**src/pkg/snpf_map.svh**
```systemverilog
`ifndef SNPF_MAP_SVH
`define SNPF_MAP_SVH
`define SNPF_ADDR_W 32
`define SNPF_LSZ_W 2
`define SNPF_LSZ_16 2'h0
`define SNPF_LSZ_32 2'h1
`define SNPF_LSZ_64 2'h2
`define SNPF_LSZ_128 2'h3
`define SNPF_LINE_LSB_16 4
`define SNPF_LINE_LSB_32 5
`define SNPF_LINE_LSB_64 6
`define SNPF_LINE_LSB_128 7
`define SNPF_ADDR_RST 32'h00000000
`endif

```
**src/pkg/snpf_pkg.sv**
```systemverilog
package snpf_pkg;
   typedef enum logic [1:0] {
      SNPF_IDLE = 2'h0,
      SNPF_REQ = 2'h1,
      SNPF_WAIT = 2'h3
   } snpf_state_t;
   typedef struct packed {
      logic start;
      logic finish;
      logic burst;
      logic processorSubsystem;
      logic [31:0] addr;
   } snpf_write_t;
endpackage

```
**src/snpf_filter.sv**
```systemverilog
`timescale 1ns/10ps
`include "snpf_map.svh"
// Operation
// RQ1: Forward snoop addresses on host address lines; filtered snoops free them. Code never frees them: snoopAddr always drives the last snoop address.
// RQ2: Latch system address at end of each system-to-memory write.
// RQ3: Same cache line as latched address means no snoop forwarded.
// RQ4: Different line raises snoop request and runs the acknowledge handshake; code only requests in SNPF_IDLE, misses during a pending snoop get none.
// RQ5: Ownership change of memory or bus invalidates the filter.
// RQ6: Processor-subsystem write during pending snoop holds ready low until acknowledge.
// RQ7: Burst write drops ready for exactly one clock in next write.
// RQ8: Snoop request asserts in first state after memory write appears.
// RQ9: Host keeps request-to-acknowledge delay short, under 180 ns.
// RQ10: Host gives pending invalidation priority over new host cycles.
// RQ11: Host completes snoops at least as fast as writes arrive.
// RQ12: Host asserts address hold in S2, acknowledge in S4.
// RQ13: Host withholds its address strobe when address hold coincides.
// RQ14: Host asserts external address strobe once snoop address meets setup.
// RQ15: Host keeps address hold one extra cycle after strobe negates.
// RQ16: Host keeps address hold while synchronized request stays active.
// RQ17: With no requests left, host releases hold and issues stalled cycle.
// RQ18: Valid flag guards the latch; cleared at reset and ownership change.
// RQ19: Compare ignores bits below line size, matches all upper bits.
module snpf_filter
(
   // Clock and reset
   input wire logic clk,
   input wire logic rst,
   // System write side
   input wire snpf_pkg::snpf_write_t sysWrite,
   input wire logic ownershipChange,
   input wire logic [1:0] lineSize,
   // Host snoop handshake
   input wire logic snoopAcknowledge_n,
   output logic snoopRequest,
   output logic [31:0] snoopAddr,
   // Memory ready
   output logic memoryReady
);
   function automatic logic [31:0] lineMask(input logic [1:0] sz);
      case (sz)
         `SNPF_LSZ_16: lineMask = 32'hFFFFFFFF << `SNPF_LINE_LSB_16;
         `SNPF_LSZ_32: lineMask = 32'hFFFFFFFF << `SNPF_LINE_LSB_32;
         `SNPF_LSZ_64: lineMask = 32'hFFFFFFFF << `SNPF_LINE_LSB_64;
         default: lineMask = 32'hFFFFFFFF << `SNPF_LINE_LSB_128;
      endcase
   endfunction

   snpf_pkg::snpf_state_t state_r, state_nxt;
   logic [31:0] latch_r, latch_nxt;
   logic valid_r, valid_nxt;
   logic req_r, req_nxt;
   logic [31:0] sAddr_r, sAddr_nxt;
   logic rdy_r, rdy_nxt;
   logic stall_r, stall_nxt;
   logic burstDip_r, burstDip_nxt;
   logic pending, sameLine;

   assign pending = req_r || !snoopAcknowledge_n;
   assign sameLine = valid_r &&
      (((sysWrite.addr ^ latch_r) & lineMask(lineSize)) == 32'h00000000); // RQ19

   always_comb
   begin
      state_nxt = state_r;
      latch_nxt = latch_r;
      valid_nxt = valid_r;
      req_nxt = req_r;
      sAddr_nxt = sAddr_r;
      if (sysWrite.finish)
      begin
         latch_nxt = sysWrite.addr; // RQ2
         valid_nxt = 1'b1; // RQ18
      end
      case (state_r)
         snpf_pkg::SNPF_IDLE:
            // Same-line writes skip the host entirely
            if (sysWrite.start && !sameLine) // RQ3
            begin
               req_nxt = 1'b1; // RQ4 RQ8
               sAddr_nxt = sysWrite.addr; // RQ1
               state_nxt = snpf_pkg::SNPF_REQ;
            end
         snpf_pkg::SNPF_REQ:
            if (!snoopAcknowledge_n)
            begin
               req_nxt = 1'b0; // RQ4
               state_nxt = snpf_pkg::SNPF_WAIT;
            end
         snpf_pkg::SNPF_WAIT:
            if (snoopAcknowledge_n)
               state_nxt = snpf_pkg::SNPF_IDLE;
         default:
         begin
            req_nxt = 1'b0;
            state_nxt = snpf_pkg::SNPF_IDLE;
         end
      endcase
      if (ownershipChange)
         valid_nxt = 1'b0; // RQ5 RQ18
   end

   always_ff @(posedge clk or posedge rst)
   begin
      if (rst)
      begin
         state_r <= snpf_pkg::SNPF_IDLE;
         latch_r <= `SNPF_ADDR_RST;
         valid_r <= 1'b0;
         req_r <= 1'b0;
         sAddr_r <= `SNPF_ADDR_RST;
      end
      else
      begin
         state_r <= state_nxt;
         latch_r <= latch_nxt;
         valid_r <= valid_nxt;
         req_r <= req_nxt;
         sAddr_r <= sAddr_nxt;
      end
   end

   // Ready stretch; bursts cannot wait, so they only lose one clock
   always_comb
   begin
      stall_nxt = stall_r;
      burstDip_nxt = 1'b0;
      if (sysWrite.start && sysWrite.processorSubsystem && pending && !sysWrite.burst)
         stall_nxt = 1'b1; // RQ6
      else if (stall_r && snoopAcknowledge_n && !req_r)
         stall_nxt = 1'b0; // RQ6
      if (sysWrite.start && sysWrite.burst && pending && !burstDip_r)
         burstDip_nxt = 1'b1; // RQ7
      rdy_nxt = !(stall_nxt || burstDip_nxt);
   end

   always_ff @(posedge clk or posedge rst)
   begin
      if (rst)
      begin
         stall_r <= 1'b0;
         burstDip_r <= 1'b0;
         rdy_r <= 1'b1;
      end
      else
      begin
         stall_r <= stall_nxt;
         burstDip_r <= burstDip_nxt;
         rdy_r <= rdy_nxt;
      end
   end

   assign snoopRequest = req_r;
   assign snoopAddr = sAddr_r;
   assign memoryReady = rdy_r;
endmodule

```
**config.mk**
```make
export PLATFORM = sky130hd
export DESIGN_NAME = snpf_filter
export DESIGN_NICKNAME = d
export VERILOG_FILES = /design/src/pkg/snpf_pkg.sv /design/src/snpf_filter.sv
export VERILOG_INCLUDE_DIRS = /design/src /design/src/pkg
export SDC_FILE = /design/constraint.sdc
export NUM_CORES = 1
export LEC_CHECK = 0
export BUFFER_PORTS_ARGS = -buffer_cell sky130_fd_sc_hd__buf_2
export CORE_UTILIZATION = 45
export DETAILED_ROUTE_END_ITERATION = 6
export HOLD_SLACK_MARGIN = 0.08
export PLACE_DENSITY = 0.7
export REMOVE_ABC_BUFFERS = 1
export SKIP_LAST_GASP = 1
export SYNTH_ARGS = -nofsm -noshare
export SYNTH_HDL_FRONTEND = slang
export SYNTH_SLANG_ARGS = --single-unit
```
**constraint.sdc**
```tcl
create_clock -name clk -period 2.65 [get_ports clk]
set_input_delay 0.265 -clock clk [delete_from_list [all_inputs] [get_ports clk]]
set_output_delay 0.265 -clock clk [all_outputs]
set_load 0.03 [all_outputs]
```
======== Yosys cells after proc, flatten, opt, wreduce, memory -nomap -nowiden ========
Index checks and enable logic that the tools add are counted.
operators by class
  equal/unequal tests ..................... 7
  mux-type cells .......................... 13
  bitwise logic cells ..................... 3
  reduce and logical (&&, ||, !) cells .... 25
operators by type and width
  cell                number
  $and 32x32->32      1
  $logic_not 32->1    1
  $xor 32x32->32      1
  $pmux 7 s3          1
  $logic_and 1x1->1   10
  $mux 1              7
  $logic_not 1->1     6
  $mux 2              3
  $ne 2x2->1 const B  3
  $pmux 2 s3          1
  $reduce_and 3->1    2
  $eq 2x1->1 const B  2
  $eq 2x2->1 const B  2
  $logic_not 2->1     2
  $pmux 1 s3          1
  $logic_or 1x1->1    2
  $reduce_and 2->1    1
  $reduce_bool 2->1   1
  $not 1->1           1
word-level totals
  bits in registers ....................... 71
  input bits .............................. 42
  output and inout port bits .............. 34

======== Depth between registers and ports, before layout ========
  depth in word-level cells ............... 9
  gate-level depth with buffers ........... 6
  gate-level depth less buffers ........... 5

======== Least setup slack after synthesis ========
Ideal clock, no wire load.
  kind .................................... register -> register
  start point ............................. reg latch_r[14]
  end point ............................... reg sAddr_r[0], in the netlist snoopAddr[0]
  arrival ................................. 1.876 ns
  data required time ...................... 2.525 ns
  slack ................................... 0.648 ns
  stages on the path, launching flop included .. 7
  cells stage by stage .................... dfrtp_1 > xnor2_1 > nand4_1 > or4_1 > o211a_4 > buf_6 > mux2_4
between the ends
  word-level cells in the longest chain between the ends .. 7
ends and longest elaborated chain
  item                        line                text
  from (decl)                 snpf_filter.sv:49   logic [31:0] latch_r, latch_nxt;
  from (signal assigned)      snpf_filter.sv:107  latch_r <= `SNPF_ADDR_RST;
  from (signal assigned)      snpf_filter.sv:115  latch_r <= latch_nxt;
  $xor 32x32->32              snpf_filter.sv:60   (((sysWrite.addr ^ latch_r) & lineMask(lineSize)) == 32'h00000000);
  $and 32x32->32              snpf_filter.sv:60
  $logic_not 32->1            snpf_filter.sv:60
  $logic_and 1x1->1           snpf_filter.sv:59   assign sameLine = valid_r &&
  $logic_not 1->1             snpf_filter.sv:77   if (sysWrite.start && !sameLine)
  $logic_and 1x1->1           snpf_filter.sv:77
  $reduce_and 2->1 (no line)  -
  to (signal assigned)        snpf_filter.sv:110  sAddr_r <= `SNPF_ADDR_RST;
  to (signal assigned)        snpf_filter.sv:118  sAddr_r <= sAddr_nxt;
  to (decl)                   snpf_filter.sv:52   logic [31:0] sAddr_r, sAddr_nxt;
Every way passes these cells.
A chain may end at the register's enable or synchronous reset.

======== Final worst setup path ========
  start point ............................. reg latch_r[9]
  end point ............................... reg sAddr_r[13], in the netlist snoopAddr[13]
The elaborated chain is that of the path after synthesis.

==> reports/qor.log <==
[setup_path] Critical Setup Path Class reg2reg
[sta] final hold violation count 0
[detailed_routing] length of the first detailed-routing pass in iterations 3
[clock_tree] number of buffers inserted by post-CTS setup repair 0
[grt] global-route wire length before repair 8980 µm
[grt] antenna violations before repair 0
[synth] share of the synthesized area in the top cell type 56.2%
[sta] Achievable Freq 0.445 GHz
[setup_path] endpoint arrival time on the critical path 2.46 ns
[place] half-perimeter wire length after placement 3440 µm
[setup_path] depth of the most critical reg-to-reg path 5
[worst_hold_path] Hold Path Class in2reg
[clock_tree] Clock transition at path regs 0.07 ns
[die] area enclosed by the die boundary 6860 µm²
[clock_tree] CTS tree done
[status] status finished, final reports clean
[clock_tree] library cell used as clock root buffer sky130_fd_sc_hd__clkbuf_8
[clock_tree] source-to-sink clock delay at the later pin of the worst-skew pair 0.33 ns
[die] number of cell rows 29
[synth] cell type with the highest aggregate area in the netlist sky130_fd_sc_hd__dfrtp_1
[detailed_routing] Detailed Route WL 5100 µm
[synth] Syn. warnings 0
[sta] Clock Skews 0.00812 ns
[sta] actual transition at the worst max-transition pin 0.832 ns
[worst_hold_path] depth of the worst hold-timing path 2
[die] Core ar. 6310 µm²
[place] count of buffers inserted at the top-level ports 75
[synth] Seq cells post-synth 67
[die] starting density of the core 46.6%
[setup_path] type of destination of the critical path flip-flop
[clock_tree] H-tree depth 3
[sta] TNS Setup 0 ns
[synth] Seq/Total Area, Yosys 57.1%
[place] Final Wtd Congestion 0.689
[grt] pin count of the biggest net entering global routing 68
[pwr] P per Cell Area 977 nW/µm²
[pwr] highest ir drop seen on vdd 0.000606 V
[sta] unrepaired setup endpoints after global routing false
[finish] count of inserted antenna diode cells 0
[clock_tree] number of clock sinks seen by CTS 67
[grt] total congestion overflow 0
[finish] count of fill cells added during filler insertion 554
[sta] Max transition margin 44.5%
[sta] final critical path time including I/O delays and setup 2.25 ns
[finish] most used cells in the layout excluding fill and tap cells sky130_fd_sc_hd__buf_2 (75), sky130_fd_sc_hd__dfrtp_1 (66), sky130_fd_sc_hd__mux2_2 (30), sky130_fd_sc_hd__mux2_4 (30), sky130_fd_sc_hd__xor2_1 (17)
[synth] ys flop type sky130_fd_sc_hd__dfrtp_1
[pwr] Lkg Pwr 1.69 nW
[synth] post-synthesis instance total 194
[finish] ratio of cells with drive above 1 in the final layout 55.2%
[clock_tree] buffers from clock root to sink, at most 2
[grt] number of global-route vias before repair 1828
[detailed_routing] remaining number of nets flagged by the antenna check after routing 0
[synth] count of distinct cell types in the synthesized netlist 23
[synth] top post-synthesis cells by area sky130_fd_sc_hd__dfrtp_1 (56%), sky130_fd_sc_hd__mux2_4 (15%), sky130_fd_sc_hd__mux2_2 (11%), sky130_fd_sc_hd__xor2_1 (5.1%), sky130_fd_sc_hd__xnor2_1 (3.3%)
[sta] post-route clock period utilization 84.8%
[detailed_routing] drt initial violations 46
[die] die extent in x 82.8 µm
[detailed_routing] via/cell ratio 4.87
[finish] commonest non-fill, non-tap cell in the layout sky130_fd_sc_hd__buf_2
[sta] Setup Viol. Count Final 0
[sta] final slew viol count 0
[synth] EDFF count, synth 0
[grt] GRT Total Usage 16.9%
[die] die height 82.8 µm
[clock_tree] number of buffers created by CTS 9
[flow_run] maxcap violations 0
[setup_path] CP startpoint kind flip-flop
[synth] cell area after synthesis 2940 µm²
[finish] Area Growth Syn to Fin 21.7%
[detailed_routing] wire per inst 14.2 µm
[synth] post-synthesis area per instance 15.1 µm²
[detailed_routing] Post-route DRC 0
[sta] worst hold slack 0.119 ns
[setup_path] worst-path fanout max 32
[finish] layout net count 318
[synth] fraction of registers with async set/reset 100%
[die] number of top-level design ports 76
[detailed_routing] routed via count 1743
[setup_path] Req. time, crit path 2.87 ns
cell families (layout without fill, tap and decap cells):
family / count (synthesis) / count (layout) / share of synthesized area (%)
and+or+nand+nor: 21 / 21 / 3.62
muxes: 60 / 60 / 26.8
DFF: 67 / 67 / 57.1
buffers and inverters: 10 / 97 / 2.04
AOI/OAI and AO/OA: 8 / 8 / 2.09
xor gates and xnor gates: 28 / 28 / 8.34
worst paths after layout:
path,start,endpoint,slack [ns]
worst max-delay path,latch_r[9],snoopAddr[13],0.40
min in group asynchronous,rst,snoopAddr[26],0.15
max in group asynchronous,rst,valid_r,1.93
worst min-delay path,snoopAcknowledge_n,state_r[1],0.12
worst min register to register,burstDip_r,burstDip_r,0.42
worst max register to register,latch_r[9],snoopAddr[13],0.40
through the flow:
| step | cell area (µm²) | util (%) | setup slack [ns] | power (W) | instances |
|---|---|---|---|---|---|
| after global placement | 3370 | 53.4 | 0.417 | 0.00267 | 341 |
| after floorplan | 2890 | - | 0.601 | 0.00235 | 188 |
| final | 3580 | 56.6 | 0.402 | 0.00350 | 358 |
| after CTS | 3580 | 56.6 | 0.363 | 0.00355 | 358 |
| after global routing | 3580 | 56.6 | 0.292 | 0.00369 | 358 |
| after detailed placement | 3370 | 53.4 | 0.376 | 0.00270 | 341 |
per-layer routing:
layer,global-route usage [%],wire length [µm]
met5,0,0
met4,8.46,91
met3,4.57,244
met2,25.0,2360
met1,22.9,2400
worst max-delay path: stages, from the launching register on:
cell	delay [ns]
sky130_fd_sc_hd__dfrtp_1	0.39
sky130_fd_sc_hd__xnor2_1	0.16
sky130_fd_sc_hd__nand4_1	0.14
sky130_fd_sc_hd__or4_1	0.58
sky130_fd_sc_hd__o211a_4	0.48
sky130_fd_sc_hd__mux2_4	0.37
power by group:
part | internal (W) | switching (W) | total (W)
Clock | 0.000452 | 0.000371 | 0.000823
Combinational | 0.000533 | 0.000693 | 0.00123
Sequential | 0.00129 | 0.000153 | 0.00145
synth_stat cells, types with 2 or more instances:
master and n:
sky130_fd_sc_hd__mux2_2 30, sky130_fd_sc_hd__buf_6 3, sky130_fd_sc_hd__mux2_4 30, sky130_fd_sc_hd__xnor2_1 11, sky130_fd_sc_hd__xor2_1 17, sky130_fd_sc_hd__clkbuf_1 2, sky130_fd_sc_hd__nor2b_1 2, sky130_fd_sc_hd__nand4_1 3
sky130_fd_sc_hd__inv_1 4, sky130_fd_sc_hd__nand2_1 2, sky130_fd_sc_hd__a21oi_1 3, sky130_fd_sc_hd__nor2_1 8, sky130_fd_sc_hd__nor4_1 4, sky130_fd_sc_hd__dfrtp_1 66
registers in the layout, summed over array words and instances (netlist names):
| register | cells |
|---|---|
| burstDip_r | 1 |
| latch_r | 28 |
| memoryReady | 1 |
| snoopAddr | 32 |
| snoopRequest | 1 |
| stall_r | 1 |
| state_r | 2 |
| valid_r | 1 |
timing repair:
action	CTS	global route
endpoints found under the hold margin	1	0
hold buffers	1	0
gates resized for setup	0	0
layout make-up:
class                      instances  area, µm²  share of cell area, %
clock buffer                      10        138                   3.85
sequential                        67       1680                   46.9
timing repair buffer              77        393                   11.0
multi-input combinational        117       1200                   33.6
tap                               77       96.3                   2.69
clock inverter                     6       55.1                   1.54
inverter                           4       15.0                  0.420
No activity file was read; power rests on OpenSTA's default activity.
